[src/core/ifd_pkg.sv]
// Package for the instruction field decoder: field positions, codes, masks.
// Assumes nothing beyond a SystemVerilog compiler.
`default_nettype none
package ifd_pkg;
  // Mode field value that names a register operand
  localparam logic [1:0] IFD_MOD_REG = 2'h3;
  localparam logic [1:0] IFD_MOD_NODISP = 2'h0;
  localparam logic [1:0] IFD_MOD_DISP8 = 2'h1;
  // Register/memory code that announces a scale-index-base byte
  localparam logic [2:0] IFD_RM_SIB = 3'h4;
  // Register/memory codes meaning a bare displacement
  localparam logic [2:0] IFD_RM_D32 = 3'h5;
  localparam logic [2:0] IFD_RM_D16 = 3'h6;
  // Index code meaning no index register
  localparam logic [2:0] IFD_IDX_NONE = 3'h4;
  // Base code meaning a bare 32-bit displacement when mode is 00
  localparam logic [2:0] IFD_BASE_D32 = 3'h5;
  // Displacement lengths in bytes
  localparam logic [2:0] IFD_DISP_0 = 3'h0;
  localparam logic [2:0] IFD_DISP_1 = 3'h1;
  localparam logic [2:0] IFD_DISP_2 = 3'h2;
  localparam logic [2:0] IFD_DISP_4 = 3'h4;
  // Five-bit lead pattern of floating point instructions
  localparam logic [4:0] IFD_FP_LEAD = 5'h1B;
  // Bit positions inside the two floating point bytes
  localparam int IFD_FP_DEST_BIT = 2;
  localparam int IFD_FP_POP_BIT = 1;
  localparam int IFD_FP_REV_BIT = 3;
  // Direction and sign-extend bit position in the opcode byte
  localparam int IFD_DIR_BIT = 1;
  // Low opcode bits and second byte top bits of forms 4 and 5
  localparam logic [2:0] IFD_FP_F4_LOW = 3'h1;
  localparam logic [2:0] IFD_FP_F5_LOW = 3'h3;
  localparam logic [2:0] IFD_FP_F45_TOP = 3'h7;
  // Valid special-register codes, one bit per code
  localparam logic [7:0] IFD_CTRL_MASK = 8'h0D;
  localparam logic [7:0] IFD_DBG_MASK = 8'hCF;
  localparam logic [7:0] IFD_TEST_MASK = 8'hF8;
  // Reset values of the output stage
  localparam logic [31:0] IFD_IMM_RST = 32'h0000_0000;
  localparam logic [3:0] IFD_SCALE_RST = 4'h1;

  // General register codes used for index and base
  typedef enum logic [2:0] {
    IFD_ACCUMULATOR_REG = 3'b000, IFD_COUNT_REG = 3'b001,
    IFD_DATA_REG = 3'b010, IFD_BASE_REG = 3'b011,
    IFD_NO_INDEX = 3'b100, IFD_FRAME_POINTER_REG = 3'b101,
    IFD_SOURCE_INDEX_REG = 3'b110, IFD_DEST_INDEX_REG = 3'b111
  } ifd_gpr_e;
  // Tested conditions, upper three bits of the condition field
  typedef enum logic [2:0] {
    IFD_C_OVERFLOW = 3'b000, IFD_C_BELOW = 3'b001,
    IFD_C_EQUAL = 3'b010, IFD_C_BELOW_EQ = 3'b011,
    IFD_C_SIGN = 3'b100, IFD_C_PARITY = 3'b101,
    IFD_C_LESS = 3'b110, IFD_C_LESS_EQ = 3'b111
  } ifd_cond_e;
  // Class of special register addressed by the selector
  typedef enum logic [1:0] {
    IFD_SR_NONE = 2'b00, IFD_SR_CONTROL = 2'b01,
    IFD_SR_DEBUG = 2'b10, IFD_SR_TEST = 2'b11
  } ifd_sreg_e;
  // Destination width of an immediate operation
  typedef enum logic [1:0] {
    IFD_W8 = 2'b00, IFD_W16 = 2'b01, IFD_W32 = 2'b10
  } ifd_width_e;
  // Floating point memory format
  typedef enum logic [1:0] {
    IFD_MF_REAL32 = 2'b00, IFD_MF_INT32 = 2'b01,
    IFD_MF_REAL64 = 2'b10, IFD_MF_INT16 = 2'b11
  } ifd_mf_e;
  // Floating point instruction form
  typedef enum logic [2:0] {
    IFD_FF_NONE = 3'b000, IFD_FF_MEM = 3'b010,
    IFD_FF_REG = 3'b011, IFD_FF_F4 = 3'b100, IFD_FF_F5 = 3'b101
  } ifd_fpform_e;
endpackage
`default_nettype wire

[src/core/ifd_ea_if.sv]
// Interface carrying addressing bytes to the effective-address decoder
// and its decoded fields back. Assumes one clock domain, no timing.
`default_nettype none
interface ifd_ea_if;
  import ifd_pkg::*;
  logic [7:0] modrm;      // Mode / reg / register-memory byte
  logic [7:0] sib;        // Scale-index-base byte
  logic addr32;           // High for 32-bit address mode
  logic sib_present;      // A scale-index-base byte follows
  logic [2:0] disp_bytes; // Displacement length
  logic [3:0] scale;      // Index multiplier 1, 2, 4 or 8
  ifd_gpr_e index_reg;    // Index register code
  logic index_used;       // Index contributes to the address
  logic [2:0] base_code;  // Base register code
  logic ea_undefined;     // No index but scale not one
  modport decoder (input modrm, sib, addr32,
    output sib_present, disp_bytes, scale, index_reg, index_used, base_code, ea_undefined);
  modport user (output modrm, sib, addr32,
    input sib_present, disp_bytes, scale, index_reg, index_used, base_code, ea_undefined);
endinterface
`default_nettype wire

[src/core/ifd_decoder.sv]
// Top of the instruction field decoder: one registered stage of decoded fields.
// Assumes the prefetch stage presents opcode, second byte, sib and immediate
// bytes of one instruction together with in_valid, synchronous to clock.
`default_nettype none
module ifd_decoder
  import ifd_pkg::*;
(
  // Clock, reset and enable
  input wire logic clock,
  input wire logic reset,
  input wire logic clock_enable,
  // Instruction bytes from prefetch
  input wire logic in_valid,
  input wire logic [7:0] op_byte0,
  input wire logic [7:0] op_byte1,
  input wire logic [7:0] sib_byte,
  input wire logic [7:0] imm8,
  // Decode context from prefetch
  input wire logic addr32,
  input wire logic has_dir,
  input wire logic has_sign,
  input wire logic imm_is_8,
  input wire logic [1:0] dest_width,
  input wire logic is_cond,
  input wire logic [1:0] sreg_class,
  // Arithmetic flags for the condition test
  input wire logic flag_carry,
  input wire logic flag_parity,
  input wire logic flag_zero,
  input wire logic flag_sign,
  input wire logic flag_overflow,
  // Address generation fields
  output logic out_valid,
  output logic sib_present,
  output logic [2:0] disp_bytes,
  output logic [3:0] scale_factor,
  output logic [2:0] index_reg,
  output logic index_used,
  output logic [2:0] base_code,
  output logic ea_undefined,
  // Operand and immediate control
  output logic reg_is_dest,
  output logic [31:0] imm_value,
  output logic imm_sign_extended,
  // Condition test
  output logic [2:0] cond_code,
  output logic cond_negate,
  output logic cond_true,
  // Special register selection
  output logic [2:0] sreg_index,
  output logic sreg_valid,
  output logic invalid_opcode,
  // Floating point fields
  output logic is_fp,
  output logic [2:0] fp_form,
  output logic [1:0] memory_format,
  output logic fp_pop,
  output logic fp_dest_is_elem,
  output logic fp_src_op_dest,
  output logic [2:0] stack_element
);

  // Addressing decode shared by integer and floating instructions
  ifd_ea_if ea ();

  ifd_ea_decode u_ea (
    .ea(ea)
  );

  // Same bytes feed the decoder whatever the instruction class
  assign ea.modrm = op_byte1;
  assign ea.sib = sib_byte;
  assign ea.addr32 = addr32;

  // Second byte fields
  wire [1:0] mode = op_byte1[7:6];  // Mode field
  wire [2:0] sel = op_byte1[5:3];   // Special register selector
  wire [2:0] elem = op_byte1[2:0];  // Stack element field

  // Direction: 1 makes reg field the destination
  wire dir_dest = has_dir & op_byte0[IFD_DIR_BIT];

  // Sign extension only for byte immediate into 16 or 32 bits
  wire wide_dest = (dest_width == IFD_W16) | (dest_width == IFD_W32);
  wire sext_on = has_sign & op_byte0[IFD_DIR_BIT] & imm_is_8 & wide_dest;
  wire [7:0] fill8 = {8{imm8[7]}};
  logic [31:0] imm_nxt;

  // Immediate value: without extension the byte is passed zero-filled
  always_comb begin
    imm_nxt = {24'h00_0000, imm8};
    if (sext_on) begin
      if (dest_width == IFD_W16) begin
        imm_nxt = {16'h0000, fill8, imm8};
      end else begin
        imm_nxt = {fill8, fill8, fill8, imm8};
      end
    end
  end

  // Condition field is the low nibble of the opcode byte
  wire [2:0] ttt = op_byte0[3:1];
  wire cond_n = op_byte0[0];
  wire less = flag_sign ^ flag_overflow;
  logic base_true;

  // Condition before negation
  always_comb begin
    base_true = 1'b0;
    unique case (ifd_cond_e'(ttt))
      IFD_C_OVERFLOW: base_true = flag_overflow;
      IFD_C_BELOW:    base_true = flag_carry;
      IFD_C_EQUAL:    base_true = flag_zero;
      IFD_C_BELOW_EQ: base_true = flag_carry | flag_zero;
      IFD_C_SIGN:     base_true = flag_sign;
      IFD_C_PARITY:   base_true = flag_parity;
      IFD_C_LESS:     base_true = less;
      IFD_C_LESS_EQ:  base_true = less | flag_zero;
    endcase
  end

  // Odd code tests the negation
  wire cond_eval = is_cond & (base_true ^ cond_n);

  // Special register code check, one mask bit per code
  logic [7:0] sreg_mask;

  // Mask of codes defined for the addressed class
  always_comb begin
    sreg_mask = 8'h00;
    unique case (ifd_sreg_e'(sreg_class))
      IFD_SR_NONE:    sreg_mask = 8'h00;
      IFD_SR_CONTROL: sreg_mask = IFD_CTRL_MASK;
      IFD_SR_DEBUG:   sreg_mask = IFD_DBG_MASK;
      IFD_SR_TEST:    sreg_mask = IFD_TEST_MASK;
    endcase
  end

  wire sreg_class_on = (sreg_class != IFD_SR_NONE);
  wire sreg_ok = sreg_class_on & sreg_mask[sel];
  // Undefined code traps rather than silently touching a register
  wire sreg_bad = sreg_class_on & ~sreg_mask[sel];

  // Floating point classification by lead pattern
  wire fp_hit = (op_byte0[7:3] == IFD_FP_LEAD);
  wire fp_regform = (mode == IFD_MOD_REG);
  wire f45_top = (op_byte1[7:5] == IFD_FP_F45_TOP);
  wire f4 = fp_regform & f45_top & (op_byte0[2:0] == IFD_FP_F4_LOW);
  wire f5 = fp_regform & f45_top & (op_byte0[2:0] == IFD_FP_F5_LOW);
  wire f3 = fp_regform & ~f4 & ~f5;
  logic [2:0] form_nxt;

  // Form selection; memory forms share one code
  always_comb begin
    form_nxt = IFD_FF_NONE;
    if (!fp_hit) begin
      form_nxt = IFD_FF_NONE;
    end else if (!fp_regform) begin
      form_nxt = IFD_FF_MEM;
    end else if (f4) begin
      form_nxt = IFD_FF_F4;
    end else if (f5) begin
      form_nxt = IFD_FF_F5;
    end else begin
      form_nxt = IFD_FF_REG;
    end
  end

  // Register form fields only count in the register form
  wire fp_reg3 = fp_hit & f3;
  wire pop_nxt = fp_reg3 & op_byte0[IFD_FP_POP_BIT];
  wire dst_nxt = fp_reg3 & op_byte0[IFD_FP_DEST_BIT];
  // Operand order from reverse xor destination
  wire ord_nxt = fp_reg3 & (op_byte1[IFD_FP_REV_BIT] ^ op_byte0[IFD_FP_DEST_BIT]);
  // Memory format sits where the register form keeps d and P
  wire [1:0] mf_nxt = (fp_hit & ~fp_regform) ? op_byte0[2:1] : IFD_MF_REAL32;
  wire [2:0] elem_nxt = fp_reg3 ? elem : 3'h0;

  // Output stage registers
  logic valid_r;
  logic sib_r;
  logic [2:0] disp_r;
  logic [3:0] scale_r;
  logic [2:0] index_r;
  logic index_used_r;
  logic [2:0] base_r;
  logic undef_r;
  logic dir_r;
  logic [31:0] imm_r;
  logic sext_r;
  logic [2:0] cond_r;
  logic neg_r;
  logic ctrue_r;
  logic [2:0] sidx_r;
  logic sok_r;
  logic bad_r;
  logic fp_r;
  logic [2:0] form_r;
  logic [1:0] mf_r;
  logic pop_r;
  logic dst_r;
  logic ord_r;
  logic [2:0] elem_r;

  // Validity and trap; trap only on a valid instruction
  always_ff @(posedge clock) begin
    if (reset) begin
      valid_r <= 1'b0;
      bad_r <= 1'b0;
    end else if (clock_enable) begin
      valid_r <= in_valid;
      bad_r <= in_valid & sreg_bad;
    end
  end

  // Address generation fields, taken with each valid instruction
  always_ff @(posedge clock) begin
    if (reset) begin
      sib_r <= 1'b0;
      disp_r <= IFD_DISP_0;
      scale_r <= IFD_SCALE_RST;
      index_r <= IFD_NO_INDEX;
      index_used_r <= 1'b0;
      base_r <= 3'h0;
      undef_r <= 1'b0;
    end else if (clock_enable && in_valid) begin
      sib_r <= ea.sib_present;
      disp_r <= ea.disp_bytes;
      scale_r <= ea.scale;
      index_r <= ea.index_reg;
      index_used_r <= ea.index_used;
      base_r <= ea.base_code;
      undef_r <= ea.ea_undefined;
    end
  end

  // Integer operand, immediate and condition fields
  always_ff @(posedge clock) begin
    if (reset) begin
      dir_r <= 1'b0;
      imm_r <= IFD_IMM_RST;
      sext_r <= 1'b0;
      cond_r <= IFD_C_OVERFLOW;
      neg_r <= 1'b0;
      ctrue_r <= 1'b0;
    end else if (clock_enable && in_valid) begin
      dir_r <= dir_dest;
      imm_r <= imm_nxt;
      sext_r <= sext_on;
      cond_r <= ttt;
      neg_r <= cond_n;
      ctrue_r <= cond_eval;
    end
  end

  // Special register and floating point fields
  always_ff @(posedge clock) begin
    if (reset) begin
      sidx_r <= 3'h0;
      sok_r <= 1'b0;
      fp_r <= 1'b0;
      form_r <= IFD_FF_NONE;
      mf_r <= IFD_MF_REAL32;
      pop_r <= 1'b0;
      dst_r <= 1'b0;
      ord_r <= 1'b0;
      elem_r <= 3'h0;
    end else if (clock_enable && in_valid) begin
      sidx_r <= sel;
      sok_r <= sreg_ok;
      fp_r <= fp_hit;
      form_r <= form_nxt;
      mf_r <= mf_nxt;
      pop_r <= pop_nxt;
      dst_r <= dst_nxt;
      ord_r <= ord_nxt;
      elem_r <= elem_nxt;
    end
  end

  // Outputs straight from the stage
  assign out_valid = valid_r;
  assign sib_present = sib_r;
  assign disp_bytes = disp_r;
  assign scale_factor = scale_r;
  assign index_reg = index_r;
  assign index_used = index_used_r;
  assign base_code = base_r;
  assign ea_undefined = undef_r;
  assign reg_is_dest = dir_r;
  assign imm_value = imm_r;
  assign imm_sign_extended = sext_r;
  assign cond_code = cond_r;
  assign cond_negate = neg_r;
  assign cond_true = ctrue_r;
  assign sreg_index = sidx_r;
  assign sreg_valid = sok_r;
  assign invalid_opcode = bad_r;
  assign is_fp = fp_r;
  assign fp_form = form_r;
  assign memory_format = mf_r;
  assign fp_pop = pop_r;
  assign fp_dest_is_elem = dst_r;
  assign fp_src_op_dest = ord_r;
  assign stack_element = elem_r;

endmodule
`default_nettype wire

[src/core/ifd_ea_decode.sv]
// Combinational decode of the mode/register-memory and scale-index-base bytes.
// Assumes the bytes on the interface belong to one instruction.
`default_nettype none
module ifd_ea_decode
  import ifd_pkg::*;
(
  // Addressing bytes in, fields out
  ifd_ea_if.decoder ea
);
  wire [1:0] mode = ea.modrm[7:6];  // Mode field
  wire [2:0] rm = ea.modrm[2:0];    // Register/memory field
  wire [1:0] ss = ea.sib[7:6];      // Scale selector
  wire [2:0] idx = ea.sib[5:3];     // Index code
  wire [2:0] base = ea.sib[2:0];    // Base code
  wire is_mem = (mode != IFD_MOD_REG);
  // Only 32-bit addressing knows the extra byte
  wire sib_here = ea.addr32 & is_mem & (rm == IFD_RM_SIB);
  // Bare displacement cases with mode 00
  wire bare32 = ea.addr32 & (mode == IFD_MOD_NODISP) &
                (sib_here ? (base == IFD_BASE_D32) : (rm == IFD_RM_D32));
  wire bare16 = ~ea.addr32 & (mode == IFD_MOD_NODISP) & (rm == IFD_RM_D16);
  wire [2:0] wide_disp = ea.addr32 ? IFD_DISP_4 : IFD_DISP_2;
  logic [2:0] disp;

  // Displacement length follows mode and register/memory, as for integers
  always_comb begin
    disp = IFD_DISP_0;
    if (!is_mem) begin
      disp = IFD_DISP_0;  // Register operand, nothing follows
    end else if (mode == IFD_MOD_DISP8) begin
      disp = IFD_DISP_1;
    end else if (mode == IFD_MOD_NODISP) begin
      disp = (bare32 | bare16) ? wide_disp : IFD_DISP_0;
    end else begin
      disp = wide_disp;
    end
  end

  assign ea.sib_present = sib_here;
  assign ea.disp_bytes = disp;
  // Scale is a shift of one by the selector
  assign ea.scale = 4'h1 << ss;
  assign ea.index_reg = ifd_gpr_e'(idx);
  // Code 100 adds nothing to the address
  assign ea.index_used = sib_here & (idx != IFD_IDX_NONE);
  assign ea.base_code = base;
  // Flagged only; the address computed by others is then not trusted
  assign ea.ea_undefined = sib_here & (idx == IFD_IDX_NONE) & (ss != 2'h0);
endmodule
`default_nettype wire

[config.mk]
export PLATFORM = sky130hd
export DESIGN_NAME = ifd_decoder
export DESIGN_NICKNAME = d
export VERILOG_FILES = /design/src/core/ifd_pkg.sv /design/src/core/ifd_ea_if.sv /design/src/core/ifd_decoder.sv /design/src/core/ifd_ea_decode.sv
export SDC_FILE = /design/constraint.sdc
export NUM_CORES = 1
export LEC_CHECK = 0
export BUFFER_PORTS_ARGS = -buffer_cell sky130_fd_sc_hd__clkbuf_2
export CORE_ASPECT_RATIO = 1.5
export CORE_MARGIN = 3
export CORE_UTILIZATION = 49
export CTS_BUF_LIST = sky130_fd_sc_hd__clkbuf_16
export DETAILED_ROUTE_END_ITERATION = 10
export GPL_TIMING_DRIVEN = 0
export PLACE_DENSITY = 0.85
export RECOVER_POWER = 50
export SLEW_MARGIN = 20
export SYNTH_ARGS = -nofsm -noshare
export SYNTH_HDL_FRONTEND = slang
export SYNTH_SLANG_ARGS = --single-unit
export TNS_END_PERCENT = 50
[constraint.sdc]
create_clock -name clock -period 2.3 [get_ports clock]
set_input_delay 0.46 -clock clock [delete_from_list [all_inputs] [get_ports clock]]
set_output_delay 0.46 -clock clock [all_outputs]
set_load 0.005 [all_outputs]
==> run summary <==
Worst hold path class: input pin to register
Status: complete, no violations
RSZ-0062 raised after global routing: no
Core Area: 4620 um^2
Final period util: 79.5%
Die height: 91.6 um
Die Footprint: 5780 um^2
Synth Register Bits: 51
Post-synthesis sequential area ratio: 42.6%
Clock share of power: 37.4%
CP Class: input pin to register
Max rail drop VDD: 0.512 mV
Combinational power share: 12.7%
Setup Skew: 0 ns
Critical path fanouts, max: 5
Area Overhead vs Synth: 31.5%
Final WS setup: 0.471 ns
Max reg flops: 10
Final core occ: 68.2%
FF-to-FF Start: imm_value[30]
Post-synth EDFFs: 0
Placed cell count: 476
Post-route ant nets: 0
DIE WIDTH: 63.1 um
Worst skew pair latency: 0.29 ns
Int Power: 1400 uW
Critical Path AT: 2.06 ns
Final Max Slew Viols: 0
Final hold violation count: 0
Met1 usage: 24.2%
Worst Min Path Start: imm8[4]
# DRC: 0
Per-cell routed wire length: 14.0 um
Fin nets: 473
Sw Ratio: 24.3%
Clock-pin slew on the worst setup and hold paths: 0.06 ns
Core Rows: 30
Reg power frac: 49.9%
Total power: 1850 uW
Total GRT Usage: 22.6%
Max-Cap Viols: 0
Net switching power: 451 uW
Max-slew headroom: 33.3%
LEAKAGE: 0.00140 uW
Detailed Route WL: 6740 um
Netlist Area Pre-Place: 2390 um^2
Met3 GRT Util: 6.00%
Achievable Freq: 0.547 GHz
Syn Area/Cell: 8.23 um^2
Clk buf depth: 2
CTS Buf Count: 5
Gate Count Post-Synth: 291
TritonRoute pass-1 iters: 4
Largest net degree at the start of global routing: 18
Ys async rst share: 0%
Ys flop type: dfxtp_1
Minimum clock period: 1.83 ns
CTS Hold Buffers Added: 0
I/O pin count: 123
M2 GR Usage: 42.1%
Crit path launch type: input pin
FILL cells: 423
N_diodes: 0
Initial antenna violation count: 0
IO Port Bufs: 121
Setup WS pre-CTS: 0.586 ns
H-tree lvl count: 2
Grt total ovfl: 0
Post-DP HPWL: 5260 um
Synth unique cells: 47
Resized Gates After CTS: 0
First-pass GRT wire length: 10500 um
Via count: 2468
Initial Utilization: 51.9%
Number of vias per cell: 5.12
Syn_nets: 345
Vias in the first global route: 2254
Setup TNS: 0 ns
Slew @ Worst Pin: 0.986 ns
Final cell count without fillers: 482
Pwr dens: 588 nW/um^2
Fraction of layout cells with a size suffix above 1: 33.3%
Gpl congestion: 0.868
Busiest layer in global routing: met2
CP endpoint kind: register
Worst setup path startpoint: op_byte0[4]
CTS sink count: 51
Post-CTS Setup Repair Bufs: 0
Synth warn: 0
TritonCTS clock tree: built
DR iter-0 viols: 81
Final setup fails: 0
Root buffer cell: clkbuf_16
Worst EP required: 2.53 ns
per-layer routing:
layer  wire [um]  share of wire, %
met2        3590                53
met4          82               1.2
met3         515               7.6
met5           0                 0
met1        2550                38
kinds of logic (layout without fill, tap and decap cells):
group                      Yosys count  after routing  share of synthesized area [%]
and+or+nand+nor                    121            121                           24.9
xor gates and xnor gates             2              2                          0.732
adders and majority gates            4              4                           2.09
buffers and inverters               48            175                           12.8
DFF                                 51             51                           42.6
AOI/OAI and AO/OA                   65             65                           16.9
cells in the mapped netlist, types with 3 or more instances:
library cell	instances	area, um^2
a21oi_1	45	225
a22oi_1	3	22.5
a22oi_2	4	50.1
a31oi_1	3	18.8
buf_4	23	173
clkbuf_1	9	33.8
clkbuf_8	3	41.3
dfxtp_1	51	1020
ha_1	4	50.1
inv_1	7	26.3
nand2_1	63	236
nand3_1	5	25.0
nand3b_1	7	52.6
nor2_1	17	63.8
nor2_2	4	25.0
nor3_1	5	25.0
layout make-up:
type	count	area [um^2]	share of cell area, %
multi-input cells	192	1050	33.3
flip-flops and latches	51	1020	32.4
repair buffers	121	568	18.0
plain buffers	40	268	8.50
clock buffers	5	125	3.97
well taps	64	80.1	2.54
inverters	8	30.0	0.954
clock inverters	1	7.51	0.238
power groups by stage:
stage          registers (uW)  clock network [uW]  logic [uW]
2_1_floorplan             944                   0         120
3_3_place_gp              942                   0         235
3_5_place_dp              943                   0         242
4_1_cts                   923                 707         243
5_1_grt                   925                 737         259
6_report                  923                 692         235
critical path, stage by stage:
cell and delay [ns]:
clkbuf_2 0.07, nor2b_1 0.18, nor4b_1 0.82, and3_4 0.38
a22oi_2 0.06, nor2_2 0.07
worst paths after layout:
kind / endpoint / slack [ns] / depth (start not counted)
setup / recovery: stack_element[2] / 0.47 / 6
hold / removal: imm_value[4] / 0.38 / 3
setup reg to reg: imm_value[30] / 1.40 / 2
hold reg to reg: fp_dest_is_elem / 0.45 / 2
per-stage QoR:
stage                     hold slack (ns)  instance area (um^2)
after floorplan                     0.448                  2390
after global placement              0.439                  3080
after detailed placement            0.445                  3080
after CTS                           0.383                  3210
after global routing                0.383                  3150
final                               0.384                  3150
cell usage in the layout, fill, tap and decap left out, drive strengths merged, types with 3 or more instances in the layout:
master and n:
a21oi 45, a22oi 7, a31oi 3, buf 26, clkbuf 140, dfxtp 51
ha 4, inv 8, nand2 65, nand3 5, nand3b 7, nor2 21
nor3 5, nor4b 3
No activity file was read; power rests on OpenSTA's default activity.
